--- src/rtl/vfs_regs.svh ---
// Purpose: Constants for the video front end and vertical sync detector
// Assumes: 200 MHz mclk_in, 8-bit sample codes
// Notes:   Offsets, levels and counts as named macros
`ifndef VFS_REGS_SVH
`define VFS_REGS_SVH

`define VFS_REG_SYNC_LOCK_CONTROL   8'h04
`define VFS_LOST_FIELDS_BIT         2
`define VFS_CODE_WHITE              8'hC4
`define VFS_CODE_BLACK_M            8'h42
`define VFS_CODE_BLACK_BG           8'h3B
`define VFS_CODE_BLANK_M            8'h38
`define VFS_CODE_BLANK_BG           8'h3B
`define VFS_CODE_SYNC               8'h00
`define VFS_SYNC_SLICE              8'h1C
`define VFS_HALFBAND_TAPS           23
`define VFS_LOSS_LINES              5'h10
`define VFS_LOST_LINES              9'h151
`define VFS_LINE_LEN_M              11'h6B4
`define VFS_LINE_LEN_BG             11'h6C0
`define VFS_VSYNC_THRESH            11'h0C8
`define VFS_HSYNC_MAX               11'h080
`define VFS_NOSYNC_LINE             11'h7FF

`endif

--- src/rtl/vfs_pkg.sv ---
// Purpose: Types for the video front end and vertical sync detector
// Assumes: Used with vfs_regs.svh
// Notes:   Input selection and PLL state encodings
package vfs_pkg;
	typedef enum logic [1:0] {
		VFS_SEL_COMP1 = 2'h0,
		VFS_SEL_COMP2 = 2'h1,
		VFS_SEL_COMP3 = 2'h2,
		VFS_SEL_SVIDEO = 2'h3
	} vfs_insel_e;
	typedef enum logic [1:0] {
		VFS_PLL_ACQUIRE = 2'h1,
		VFS_PLL_TRACK   = 2'h2
	} vfs_pll_e;
	typedef logic [7:0] vfs_sample_t;
endpackage

--- src/rtl/vfs_frontend.sv ---
// Purpose: Video front end: input select, halfband filter, gain/clamp, vsync/field
// Assumes: Analog samples arrive already digitized once per sample_clock_en
// Notes:   Summary of rules follows
// Summary of operation
// - One of three composite inputs is decoded, picked by input select.
// - S-video takes luma from third composite input and chroma from chroma input.
// - Each converter channel has its own 23-tap halfband filter.
// - At 27MHz sampling the filter is flat to 5.4MHz, -3dB near 6.3MHz.
// - Coarse clamp on the selected luma input only, independent of PLL timing, puts sync tip in range.
// - One sample per sample clock, fed to the rate converter output.
// - White 196, sync 0, black 66 for M standards else 59.
// - Gain loop compares blank to 56 or 59 and steps gain.
// - Back porch level is low-pass filtered before measuring.
// - Restore loop offsets video so sync tip reads code 0.
// - Measuring windows follow the selected standard automatically; the code keeps the back porch window fixed at 0x0A0-0x0E0.
// - After 16 lines without signal, nominal timing is generated.
// - Signal loss raises a maskable event.
// - Low-time counter accumulates low time of every sync pulse.
// - Crossing the vertical threshold asserts vsync low and updates field same cycle.
// - Field output low for odd fields, high for even.
// - Vsync in first half of line is odd, second half even.
// - Without vsync the field output toggles once every 337 lines.
// - Vsync lost after 337 lines without vsync for 1 or 3 fields (bit 2).
// - Lost vsync returns both PLLs to acquisition.
// - A chroma PLL and a line-locked PLL hold lock.
`include "vfs_regs.svh"
`timescale 1ns/1ps
`default_nettype none

module vfs_frontend (
	// Clock and reset
	input  wire logic                mclk_in,
	input  wire logic                rst_in,
	input  wire logic                sample_clock_en_in,
	// Digitized inputs
	input  wire vfs_pkg::vfs_sample_t composite1_in,
	input  wire vfs_pkg::vfs_sample_t composite2_in,
	input  wire vfs_pkg::vfs_sample_t luma_or_third_composite_in,
	input  wire vfs_pkg::vfs_sample_t chroma_in,
	// Register port
	input  wire logic [7:0]          reg_addr_in,
	input  wire logic [7:0]          reg_wdata_in,
	input  wire logic                reg_wr_in,
	input  wire logic                reg_rd_in,
	output logic [7:0]               reg_rdata_out,
	// Mode controls
	input  wire vfs_pkg::vfs_insel_e input_select_in,
	input  wire logic                std_bg_in,
	input  wire logic                loss_mask_in,
	// Video and gain outputs
	output vfs_pkg::vfs_sample_t     luma_out,
	output vfs_pkg::vfs_sample_t     chroma_out,
	output logic                     sample_valid_out,
	output logic [7:0]               gain_out,
	output logic [7:0]               offset_out,
	output logic                     clamp_out,
	// Timing outputs
	output logic                     vsync_n_out,
	output logic                     field_out,
	output logic                     nominal_timing_out,
	output logic                     signal_loss_out,
	output logic                     loss_event_out,
	output logic                     vsync_lost_out,
	output vfs_pkg::vfs_pll_e        chroma_pll_state_out,
	output vfs_pkg::vfs_pll_e        line_pll_state_out
);
	import vfs_pkg::*;

	localparam int NTAP = `VFS_HALFBAND_TAPS;
	// Halfband taps, sum 64 for unity DC gain, every other tap zero beside centre
	localparam logic signed [7:0] COEF [NTAP] = '{
		8'shFF, 8'sh00, 8'sh01, 8'sh00, 8'shFE, 8'sh00, 8'sh04, 8'sh00,
		8'shF6, 8'sh00, 8'sh18, 8'sh20, 8'sh18, 8'sh00, 8'shF6, 8'sh00,
		8'sh04, 8'sh00, 8'shFE, 8'sh00, 8'sh01, 8'sh00, 8'shFF};

	logic [7:0] sync_ctrl_reg;
	vfs_sample_t sel_y, sel_c;
	vfs_sample_t tap_y [NTAP];
	vfs_sample_t tap_c [NTAP];
	logic signed [17:0] acc_y, acc_c;
	vfs_sample_t filt_y, filt_c, adj_y, porch_lp;
	logic [10:0] line_pos_reg, line_len, low_cnt_reg;
	logic [4:0]  loss_lines_reg;
	logic [8:0]  lines_since_reg;
	logic [1:0]  missed_fields_reg;
	logic        low_now, low_prev_reg, in_vsync_reg, sig_seen_reg;
	logic        thresh_hit, hsync_end;

	// Register port
	always_ff @(posedge mclk_in or posedge rst_in) begin
		if (rst_in) begin
			sync_ctrl_reg <= 8'h00;
		end else if (reg_wr_in && reg_addr_in == `VFS_REG_SYNC_LOCK_CONTROL) begin
			sync_ctrl_reg <= reg_wdata_in;
		end
	end

	always_ff @(posedge mclk_in or posedge rst_in) begin
		if (rst_in) begin
			reg_rdata_out <= 8'h00;
		end else if (reg_rd_in) begin
			reg_rdata_out <= (reg_addr_in == `VFS_REG_SYNC_LOCK_CONTROL) ? sync_ctrl_reg : 8'h00;
		end else begin
			reg_rdata_out <= 8'h00;
		end
	end

	// Input selection
	always_comb begin
		sel_c = 8'h80;
		case (input_select_in)
			VFS_SEL_COMP1: sel_y = composite1_in;
			VFS_SEL_COMP2: sel_y = composite2_in;
			VFS_SEL_COMP3: sel_y = luma_or_third_composite_in;
			VFS_SEL_SVIDEO: begin
				sel_y = luma_or_third_composite_in;
				sel_c = chroma_in;
			end
			default: sel_y = composite1_in;
		endcase
	end

	// Delay lines, one per converter channel
	genvar gi;
	generate
		for (gi = 0; gi < NTAP; gi++) begin : g_tap
			always_ff @(posedge mclk_in or posedge rst_in) begin
				if (rst_in) begin
					tap_y[gi] <= 8'h00;
					tap_c[gi] <= 8'h80;
				end else if (sample_clock_en_in) begin
					tap_y[gi] <= (gi == 0) ? sel_y : tap_y[(gi == 0) ? 0 : gi - 1];
					tap_c[gi] <= (gi == 0) ? sel_c : tap_c[(gi == 0) ? 0 : gi - 1];
				end
			end
		end
	endgenerate

	// Symmetric halfband sum, flat to 5.4MHz at 27MHz
	always_comb begin
		acc_y = 18'sh00000;
		acc_c = 18'sh00000;
		for (int k = 0; k < NTAP; k++) begin
			acc_y = acc_y + COEF[k] * $signed({10'h000, tap_y[k]});
			acc_c = acc_c + COEF[k] * $signed({10'h000, tap_c[k]});
		end
	end

	always_comb begin
		filt_y = acc_y[17] ? 8'h00 : (|acc_y[16:14] ? 8'hFF : acc_y[13:6]);
		filt_c = acc_c[17] ? 8'h00 : (|acc_c[16:14] ? 8'hFF : acc_c[13:6]);
	end

	// Gain and offset applied after filtering; clamps sync at 0
	always_comb begin
		logic [15:0] prod;
		logic [8:0]  shifted;
		prod = {8'h00, filt_y} * {8'h00, gain_out};
		shifted = {1'b0, prod[13:6]} + {1'b0, offset_out};
		adj_y = (shifted < 9'h080) ? 8'h00 : ((shifted > 9'h17F) ? 8'hFF : shifted[7:0] - 8'h80);
	end

	always_ff @(posedge mclk_in or posedge rst_in) begin
		if (rst_in) begin
			luma_out <= 8'h00;
			chroma_out <= 8'h80;
			sample_valid_out <= 1'b0;
		end else begin
			sample_valid_out <= sample_clock_en_in;
			if (sample_clock_en_in) begin
				luma_out <= adj_y;
				chroma_out <= filt_c;
			end
		end
	end

	// Coarse clamp: pulls input up whenever raw level bottoms out
	always_ff @(posedge mclk_in or posedge rst_in) begin
		if (rst_in) begin
			clamp_out <= 1'b0;
		end else if (sample_clock_en_in) begin
			clamp_out <= (sel_y == 8'h00);
		end
	end

	// Standard-dependent line length; the back porch window is fixed
	assign line_len = std_bg_in ? `VFS_LINE_LEN_BG : `VFS_LINE_LEN_M;

	always_ff @(posedge mclk_in or posedge rst_in) begin
		if (rst_in) begin
			line_pos_reg <= 11'h000;
		end else if (hsync_end) begin
			line_pos_reg <= 11'h000;
		end else if (sample_clock_en_in) begin
			if (line_pos_reg >= line_len - 11'h001) begin
				line_pos_reg <= 11'h000;
			end else begin
				line_pos_reg <= line_pos_reg + 11'h001;
			end
		end
	end

	// Back porch low-pass, then gain and restore loops
	always_ff @(posedge mclk_in or posedge rst_in) begin
		if (rst_in) begin
			porch_lp <= 8'h00;
			gain_out <= 8'h40;
			offset_out <= 8'h80;
		end else if (sample_clock_en_in) begin
			if (line_pos_reg > 11'h0A0 && line_pos_reg < 11'h0E0) begin
				porch_lp <= porch_lp - (porch_lp >> 3) + (adj_y >> 3);
			end
			if (line_pos_reg == 11'h0E0) begin
				if (porch_lp < (std_bg_in ? `VFS_CODE_BLANK_BG : `VFS_CODE_BLANK_M) && gain_out != 8'hFF) begin
					gain_out <= gain_out + 8'h01;
				end else if (porch_lp > (std_bg_in ? `VFS_CODE_BLANK_BG : `VFS_CODE_BLANK_M) && gain_out != 8'h00) begin
					gain_out <= gain_out - 8'h01;
				end
			end
			// Sync tip lies just before the hsync-aligned line start
			if (line_pos_reg == line_len - 11'h020) begin
				if (adj_y > `VFS_CODE_SYNC && offset_out != 8'h00) begin
					offset_out <= offset_out - 8'h01;
				end else if (adj_y == `VFS_CODE_SYNC && offset_out != 8'hFF && sel_y != 8'h00) begin
					offset_out <= offset_out + 8'h01;
				end
			end
		end
	end

	// Low-time counter
	assign low_now = luma_out < `VFS_SYNC_SLICE;
	assign thresh_hit = low_now && low_cnt_reg == `VFS_VSYNC_THRESH - 11'h001 && sample_valid_out;
	assign hsync_end = !low_now && low_prev_reg && low_cnt_reg <= `VFS_HSYNC_MAX && low_cnt_reg != 11'h000
		&& sample_valid_out;

	always_ff @(posedge mclk_in or posedge rst_in) begin
		if (rst_in) begin
			low_cnt_reg <= 11'h000;
			low_prev_reg <= 1'b0;
		end else if (sample_valid_out) begin
			low_prev_reg <= low_now;
			if (low_now && low_cnt_reg != 11'h7FF) begin
				low_cnt_reg <= low_cnt_reg + 11'h001;
			end else if (!low_now) begin
				low_cnt_reg <= 11'h000;
			end
		end
	end

	// Vsync, field and lost-sync tracking
	always_ff @(posedge mclk_in or posedge rst_in) begin
		if (rst_in) begin
			vsync_n_out <= 1'b1;
			in_vsync_reg <= 1'b0;
			field_out <= 1'b0;
			lines_since_reg <= 9'h000;
			missed_fields_reg <= 2'h0;
			vsync_lost_out <= 1'b0;
		end else begin
			if (thresh_hit && !in_vsync_reg) begin
				vsync_n_out <= 1'b0;
				in_vsync_reg <= 1'b1;
				field_out <= (line_pos_reg >= (line_len >> 1));
				lines_since_reg <= 9'h000;
				missed_fields_reg <= 2'h0;
				vsync_lost_out <= 1'b0;
			end else begin
				if (hsync_end && sample_valid_out) begin
					vsync_n_out <= 1'b1;
					in_vsync_reg <= 1'b0;
				end
				if (sample_clock_en_in && line_pos_reg == 11'h000) begin
					if (lines_since_reg == `VFS_LOST_LINES - 9'h001) begin
						lines_since_reg <= 9'h000;
						field_out <= ~field_out;
						if (missed_fields_reg == (sync_ctrl_reg[`VFS_LOST_FIELDS_BIT] ? 2'h2 : 2'h0)) begin
							vsync_lost_out <= 1'b1;
							missed_fields_reg <= 2'h0;
						end else begin
							missed_fields_reg <= missed_fields_reg + 2'h1;
						end
					end else begin
						lines_since_reg <= lines_since_reg + 9'h001;
					end
				end
			end
		end
	end

	// Signal loss over 16 lines
	always_ff @(posedge mclk_in or posedge rst_in) begin
		if (rst_in) begin
			loss_lines_reg <= 5'h00;
			sig_seen_reg <= 1'b0;
			signal_loss_out <= 1'b0;
			loss_event_out <= 1'b0;
		end else begin
			loss_event_out <= 1'b0;
			if (sample_clock_en_in) begin
				if (line_pos_reg == 11'h000) begin
					sig_seen_reg <= 1'b0;
					if (sig_seen_reg) begin
						loss_lines_reg <= 5'h00;
						signal_loss_out <= 1'b0;
					end else if (loss_lines_reg == `VFS_LOSS_LINES - 5'h01) begin
						if (!signal_loss_out) begin
							loss_event_out <= !loss_mask_in;
						end
						signal_loss_out <= 1'b1;
					end else begin
						loss_lines_reg <= loss_lines_reg + 5'h01;
					end
				end
			end
			// Hsync seen wins over the line-start clear
			if (hsync_end) begin
				sig_seen_reg <= 1'b1;
			end
		end
	end

	assign nominal_timing_out = signal_loss_out;

	// Chroma and line PLL states
	always_ff @(posedge mclk_in or posedge rst_in) begin
		if (rst_in) begin
			chroma_pll_state_out <= VFS_PLL_ACQUIRE;
			line_pll_state_out <= VFS_PLL_ACQUIRE;
		end else if (vsync_lost_out) begin
			chroma_pll_state_out <= VFS_PLL_ACQUIRE;
			line_pll_state_out <= VFS_PLL_ACQUIRE;
		end else if (thresh_hit) begin
			chroma_pll_state_out <= VFS_PLL_TRACK;
			line_pll_state_out <= VFS_PLL_TRACK;
		end
	end

	a_vsync_field_same: assert property (@(posedge mclk_in) disable iff (rst_in)
		(thresh_hit && !in_vsync_reg) |=> (!vsync_n_out && field_out == $past(line_pos_reg >= (line_len >> 1))))
		else $error("vsync or field not updated on threshold");
	a_vsync_release: assert property (@(posedge mclk_in) disable iff (rst_in)
		(hsync_end && sample_valid_out && !(thresh_hit && !in_vsync_reg)) |=> vsync_n_out)
		else $error("vsync not released after normal hsync");
	a_pll_acquire: assert property (@(posedge mclk_in) disable iff (rst_in)
		vsync_lost_out |=> (chroma_pll_state_out == VFS_PLL_ACQUIRE && line_pll_state_out == VFS_PLL_ACQUIRE))
		else $error("PLLs not in acquisition after lost sync");
	a_loss_event_mask: assert property (@(posedge mclk_in) disable iff (rst_in)
		loss_event_out |-> ($past(!loss_mask_in) && signal_loss_out))
		else $error("loss event while masked");
	a_nominal_timing: assert property (@(posedge mclk_in) disable iff (rst_in)
		(nominal_timing_out && sample_clock_en_in && !hsync_end && line_pos_reg == line_len - 11'h001)
		|=> line_pos_reg == 11'h000)
		else $error("nominal line timing not kept");
	a_sel_svideo: assert property (@(posedge mclk_in) disable iff (rst_in)
		(input_select_in == VFS_SEL_SVIDEO) |-> (sel_y == luma_or_third_composite_in && sel_c == chroma_in))
		else $error("S-video routing wrong");
	a_sel_comp: assert property (@(posedge mclk_in) disable iff (rst_in)
		(input_select_in == VFS_SEL_COMP2) |-> sel_y == composite2_in)
		else $error("composite routing wrong");
	a_low_count: assert property (@(posedge mclk_in) disable iff (rst_in)
		(sample_valid_out && low_now && low_cnt_reg < 11'h7FF) |=> low_cnt_reg == $past(low_cnt_reg) + 11'h001)
		else $error("low time not accumulated");
	a_field_toggle: assert property (@(posedge mclk_in) disable iff (rst_in)
		(sample_clock_en_in && line_pos_reg == 11'h000 && lines_since_reg == `VFS_LOST_LINES - 9'h001
		 && !(thresh_hit && !in_vsync_reg)) |=> field_out != $past(field_out))
		else $error("field did not toggle without vsync");

	c_vsync: cover property (@(posedge mclk_in) disable iff (rst_in) $fell(vsync_n_out));
	c_loss: cover property (@(posedge mclk_in) disable iff (rst_in) loss_event_out);
	c_lost: cover property (@(posedge mclk_in) disable iff (rst_in) $rose(vsync_lost_out));
endmodule // vfs_frontend

`default_nettype wire

--- config.mk ---
export PLATFORM = sky130hd
export DESIGN_NAME = vfs_frontend
export DESIGN_NICKNAME = d
export VERILOG_FILES = /design/src/rtl/vfs_pkg.sv /design/src/rtl/vfs_frontend.sv
export VERILOG_INCLUDE_DIRS = /design/src /design/src/rtl
export SDC_FILE = /design/constraint.sdc
export NUM_CORES = 2
export LEC_CHECK = 0
export BUFFER_PORTS_ARGS = -buffer_cell sky130_fd_sc_hd__buf_2
export CORE_ASPECT_RATIO = 0.6
export CORE_MARGIN = 2
export CORE_UTILIZATION = 45
export CTS_CLUSTER_DIAMETER = 40
export CTS_CLUSTER_SIZE = 30
export DETAILED_ROUTE_END_ITERATION = 12
export SYNTH_ARGS = -nofsm -noshare
export SYNTH_HDL_FRONTEND = slang
export SYNTH_SLANG_ARGS = --single-unit
--- constraint.sdc ---
create_clock -name mclk_in -period 22.6 [get_ports mclk_in]
set_clock_uncertainty 0.05 [all_clocks]
set_input_delay 4.52 -clock mclk_in [delete_from_list [all_inputs] [get_ports mclk_in]]
set_output_delay 4.52 -clock mclk_in [all_outputs]
set_load 0.02 [all_outputs]
== Word-level counts from Yosys, hierarchy flattened ==
Index checks and enable logic that the tools add are counted.
W data, S select, Z words.
Cells by class
  div/mod/pow operators: 0
  bitwise operators: 1
  $add $sub $neg: 47
  equal/unequal tests: 15
  shifts and indexed selects: 0
  order comparisons: 11
  muxes and demuxes: 54
  reductions and logical operators: 50
  $mul: 9
Operators by type and width (count)
  $add A18 B14 Y18: 10
  $add A18 B18 Y18: 6
  $mux W8: 13
  $add A18 B11 Y18: 4
  $add A18 B9 Y18: 4
  $neg A8 Y18: 4
  $neg A8 Y17: 4
  $mux W11: 5
  $mul A4 B9 Y13 const A: 4
  $mul A2 B8 Y10 const A: 4
  $mux W9: 3
  $pmux W8 S3: 1
  $reduce_bool A8 Y1: 3
  $add A11 B1 Y11 const B: 2
  $eq A11 B8 Y1 const B: 2
  $mux W1: 21
  $reduce_bool A2 Y1: 10
  $logic_and A1 B1 Y1: 17
  $add A8 B1 Y8 const B: 2
  $logic_not A8 Y1: 2
  $mux W2: 8
  $ne A8 B8 Y1 const B: 2
  $sub A8 B1 Y8 const B: 2
  $reduce_and A3 Y1: 5
  other kinds (41): 49
Word-level totals
  ROM bits: 0
  input port bits: 57
  output and inout bits: 52
  bits in latches: 0
  memories kept: 0
  bits in writable memories: 0
  word-level logic and storage cells: 256
  register bits: 474

== Longest topological paths before layout ==
  depth after elaboration: 26
  mapped depth: 71
  gate-level depth less buffers: 69

== Least setup slack after synthesis ==
OpenSTA, ideal clock, no wires.
  path type: register to register
  start point: register tap_y[65] (netlist name)
  end point: register porch_lp[7]
  path slack: 8329 ps
  path buffers: 2
  arrival: 14086 ps
  required time: 22415 ps
  period minus slack after synthesis: 14271 ps
  setup time: 135 ps
  stages on the path, launching flop included: 66
  cells stage by stage: dfrtp_1 > inv_1 > ha_1 > inv_1 > fa_1 > inv_1 > ha_1 > inv_1 > fa_1 > nor2b_1 > o21ai_0 > a21boi_0 > o21ai_0 > nand2b_1 > xor2_1 > fa_1 > inv_1 > fa_1 > [... 30 more ...] > nor3_1 > o21ai_0 > and3_1 > nor2_1 > xnor2_1 > a22o_1 > a21oi_1 > fa_1 > inv_1 > ha_1 > a21o_1 > a21oi_1 > o21bai_1 > a21oi_1 > o21bai_1 > a21oi_1 > xnor2_1 > a21oi_1
Between the ends
  word-level cells in the longest chain between the ends: 15
  elaborated cells between the ends (all ways): 17
  those cells by class: add/sub (8); mul (2); order compare (2); mux (4); reduce/logical (1)
RTL lines
  from (decl): RTL line vfs_frontend.sv:78  | vfs_sample_t tap_y [NTAP];
  from (signal, indexed assignment): RTL line vfs_frontend.sv:132  | tap_y[gi] <= (gi == 0) ? sel_y : tap_y[(gi == 0) ? 0 : gi - 1];
  $mul A4 B9 Y13 *: RTL line vfs_frontend.sv:144  | acc_y = acc_y + COEF[k] * $signed({10'h000, tap_y[k]});
  $add A18 B14 Y18 *: RTL line vfs_frontend.sv:144
  $add A18 B11 Y18 *: RTL line vfs_frontend.sv:144
  $add A18 B18 Y18 *: RTL line vfs_frontend.sv:144
  $add A18 B9 Y18 *: RTL line vfs_frontend.sv:144
  $add A18 B18 Y18 *: RTL line vfs_frontend.sv:144
  $reduce_or A3 Y1: RTL line vfs_frontend.sv:150  | filt_y = acc_y[17] ? 8'h00 : (|acc_y[16:14] ? 8'hFF : acc_y[13:6]);
  $mux W8: RTL line vfs_frontend.sv:150
  $mux W8 *: RTL line vfs_frontend.sv:150
  $mul A8 B8 Y14 *: RTL line vfs_frontend.sv:158  | prod = {8'h00, filt_y} * {8'h00, gain_out};
  $add A8 B8 Y9 *: RTL line vfs_frontend.sv:159  | shifted = {1'b0, prod[13:6]} + {1'b0, offset_out};
  $sub A8 B8 Y8 / $gt A9 B9 Y1 (equally long branches): RTL line vfs_frontend.sv:160  | adj_y = (shifted < 9'h080) ? 8'h00 : ((shifted > 9'h17F) ? 8'hFF : shifted[7:0] - 8'h80);
  $mux W8: RTL line vfs_frontend.sv:160
  $mux W8 *: RTL line vfs_frontend.sv:160
  $add A8 B5 Y8 *: RTL line vfs_frontend.sv:211  | porch_lp <= porch_lp - (porch_lp >> 3) + (adj_y >> 3);
  to (signal assigned): RTL line vfs_frontend.sv:211
  to (decl): RTL line vfs_frontend.sv:81  | vfs_sample_t filt_y, filt_c, adj_y, porch_lp;
Every way passes the cells marked *; elsewhere a longest branch is shown, timed or not.
A chain may end at the register's enable or synchronous reset.

== Final worst setup path ==
Ends and elaborated chain as after synthesis.

==> results.py <==
metrics = {
    "finish": {
        "syn_to_final_growth_pct": 11.4,
        "drive_above_1_share_pct": 17.3,
        "reg.largest.list": "tap_c: 184 flops, tap_y: 184 flops",
        "nets": 3762,
    },
    "worst_setup_path": {
        "path_delay_family": "adder cells",
        "cp_num_buf_inv": 7,
        "crit_slowest_cell": "fa_1",
        "start_kind": "flop",
        "slowest_delay_ns": 0.64,
        "worstSetupEndpointType": "flop",
        "reg2reg_depth": 57,
        "critPathMaxFanout": 9,
        "r2r_start": "tap_y[65]$_DFFE_PP0P_",
        "cp_common_cell": "fa_1",
        "r2r_slack_ns": 6.78,
        "worst-setup-path-type": "flop to flop",
        "crit_start": "tap_y[65]$_DFFE_PP0P_",
        "cp_data_required_time_ns": 23.09,
        "crit_arrival_ns": 16.31,
        "r2r_end": "porch_lp[7]$_DFFE_PP0P_",
    },
    "timing": {
        "setup_violations": 0,
        "finalCritPeriodShare_pct": 70.0,
        "rsz0062_at_grt": "no",
        "finalHoldViolCount": 0,
        "fin_crit_ns": 15.82,
        "final.setup.tns_ns": 0,
        "fmax_mhz": 63.2,
        "max_slew_margin_pct": 24.3,
        "worstMarginPinSlew_ns": 1.13,
        "finalMaxSlewViolations": 0,
    },
    "clocking": {
        "cts_buffers": 61,
        "clockBufferDepth": 3,
        "htreeDepth": 2,
        "cts_num_sinks": 474,
        "insertion_delay_ns": 0.66,
        "tritoncts": "done",
        "postCtsHoldBufs": 0,
        "post-cts-setup-buffers": 0,
        "cts.clk_slew.worst_paths_ns": 0.07,
        "cts_root_buffer": "clkbuf_16",
        "cts_resized": 0,
    },
    "hold_path": {
        "min_to": "tap_y[4]$_DFFE_PP0P_",
        "holdPathStages": 2,
        "hold_path_class": "flop to flop",
        "min_from": "tap_y[12]$_DFFE_PP0P_",
    },
    "die": {
        "die_y_um": 214,
        "ios": 109,
        "die_x_um": 354,
        "fp.dieArea_sq_um": 75800,
        "row_count": 76,
        "core_sq_um": 72300,
        "start_util_pct": 45.8,
    },
    "global_route": {
        "grt_overflow": 0,
        "grt_usage_pct": 20.1,
        "grt_max_degree": 222,
        "grt_first_pass_wirelength_um": 123000,
        "grt_pass1_vias": 22400,
        "antenna_found_initial": 1,
    },
    "synthesis": {
        "synth.area.top_cells": "dfrtp_1, fa_1, ha_1",
        "synth_edf_count": 0,
        "ys.warnings.count": 0,
        "ys_ff_latch": 474,
        "netlist_area_sq_um": 33100,
        "synthCells": 3044,
        "ys_seq_area_share_pct": 35.9,
        "yosysTopAreaCell": "dfrtp_1",
        "ys_types": 68,
        "syn_area_per_cell_sq_um": 10.9,
        "syn_nets": 3673,
        "synth_top_area_share_pct": 33.7,
        "synthArstFlopShare_pct": 100,
        "synth_flop_cell": "dfrtp_1",
    },
    "detailed_routing": {
        "antenna_left": 0,
        "wl_per_cell_um": 17.8,
        "first_pass_iters": 4,
        "drt_iter0_drc": 1259,
        "route.detailed.drc": 0,
        "totalWireLength_um": 73900,
        "vias_per_cell": 5.12,
        "vias": 21300,
    },
    "placed_design": {
        "dpl.hpwl_um": 57100,
        "gp_congestion": 0.891,
        "port-buffer-count": 108,
    },
    "outcome": {
        "status": "finished clean",
    },
    "flow_run": {
        "max-cap-violations": 0,
    },
}
## cell usage in the layout (no fill, tap or decap), types with 15 or more instances in the layout
master / Yosys / final
buf_2: 3 / 107
inv_1: 519 / 518
nor2b_1: 15 / 15
clkbuf_16: 0 / 62
nor3_1: 26 / 26
a21oi_1: 103 / 103
dfrtp_1: 446 / 446
ha_1: 292 / 292
mux2i_1: 17 / 17
a21o_1: 29 / 29
o21bai_1: 28 / 28
fa_1: 280 / 280
nor2_1: 113 / 113
nand3_1: 18 / 18
nor4_1: 20 / 19
o21ai_0: 164 / 164
dfstp_2: 28 / 28
nand2_1: 202 / 202
and3_1: 24 / 24
mux2_2: 281 / 281
xnor2_1: 94 / 94
and2_1: 51 / 51
xor2_1: 50 / 50
## worst reg2reg max path: cells and delay by family (launching register included)
family | cells | cell delay, ns
xor+xnor | 3 | 0.54
buf+inv | 7 | 0.39
fa+ha+maj | 18 | 7.91
compound gates | 20 | 4.25
simple gates | 9 | 2.12
flops | 1 | 0.41
## synth_stat cells (28+ instances only)
| cell type | number |
|---|---|
| clkbuf_1 | 79 |
| dfstp_2 | 28 |
| nand2_1 | 202 |
| xnor2_1 | 94 |
| a21o_1 | 29 |
| dfrtp_1 | 446 |
| fa_1 | 280 |
| xor2_1 | 50 |
| and2_1 | 51 |
| inv_1 | 519 |
| nor2_1 | 113 |
| ha_1 | 292 |
| o21bai_1 | 28 |
| a21oi_1 | 103 |
| o21ai_0 | 164 |
| mux2_2 | 281 |
## cell type report
type / instances / area [sq um]
multi-input combinational: 1961 / 18900
fill: 6382 / 35400
tap: 975 / 1220
inverter: 519 / 1960
antenna: 1 / 2.50
sequential: 474 / 11900
clock buffer: 70 / 1630
clock inverter: 45 / 618
timing repair buffer: 116 / 636
## how the worst max path moves through the flow
stage | depth (start not counted) | end | slack [ns]
after detailed placement | 58 | porch_lp[7]$_DFFE_PP0P_ | 6.92
after global routing | 56 | porch_lp[7]$_DFFE_PP0P_ | 5.70
final | 57 | porch_lp[7]$_DFFE_PP0P_ | 6.78
after global placement | 61 | porch_lp[7]$_DFFE_PP0P_ | 7.35
after CTS | 58 | porch_lp[7]$_DFFE_PP0P_ | 6.86
after floorplan | 1 | chroma_out[0]$_DFFE_PP0P_ | 4.85
## stage by stage
stage	setup WS, ns	cells	hold slack (ns)	utilization (%)	area [sq um]
after floorplan	4.85	3044	0.396	-	33100
after global placement	7.35	4045	0.404	47.9	34600
after detailed placement	6.92	4045	0.410	47.9	34600
after CTS	6.86	4160	0.406	51.0	36900
after global routing	5.70	4160	0.450	51.0	36900
final	6.78	4161	0.396	51.0	36900
## kinds of logic (layout without fill, tap and decap cells)
kind of cell	count (synthesis)	count (layout)	share of synthesized area, %
other	0	1	0
adders and majority gates	572	572	28.0
xor gates and xnor gates	146	146	3.94
AOI/OAI and AO/OA	407	407	7.31
buffers and inverters	609	750	6.95
and+or+nand+nor	537	537	7.79
muxes	299	299	10.1
DFF	474	474	35.9
## metal layers
metal,wire (um),GRT usage [%],up-vias,share of wire [%]
met5,0,0,-,0
li1,-,-,10100,-
met3,3120,3.00,81,4.2
met4,920,3.40,0,1.2
met2,29700,27.5,322,40
met1,40100,33.4,10700,54
Power is not shown: default switching activity piles up to over one toggle a cycle in this logic, so the estimate is an artifact.
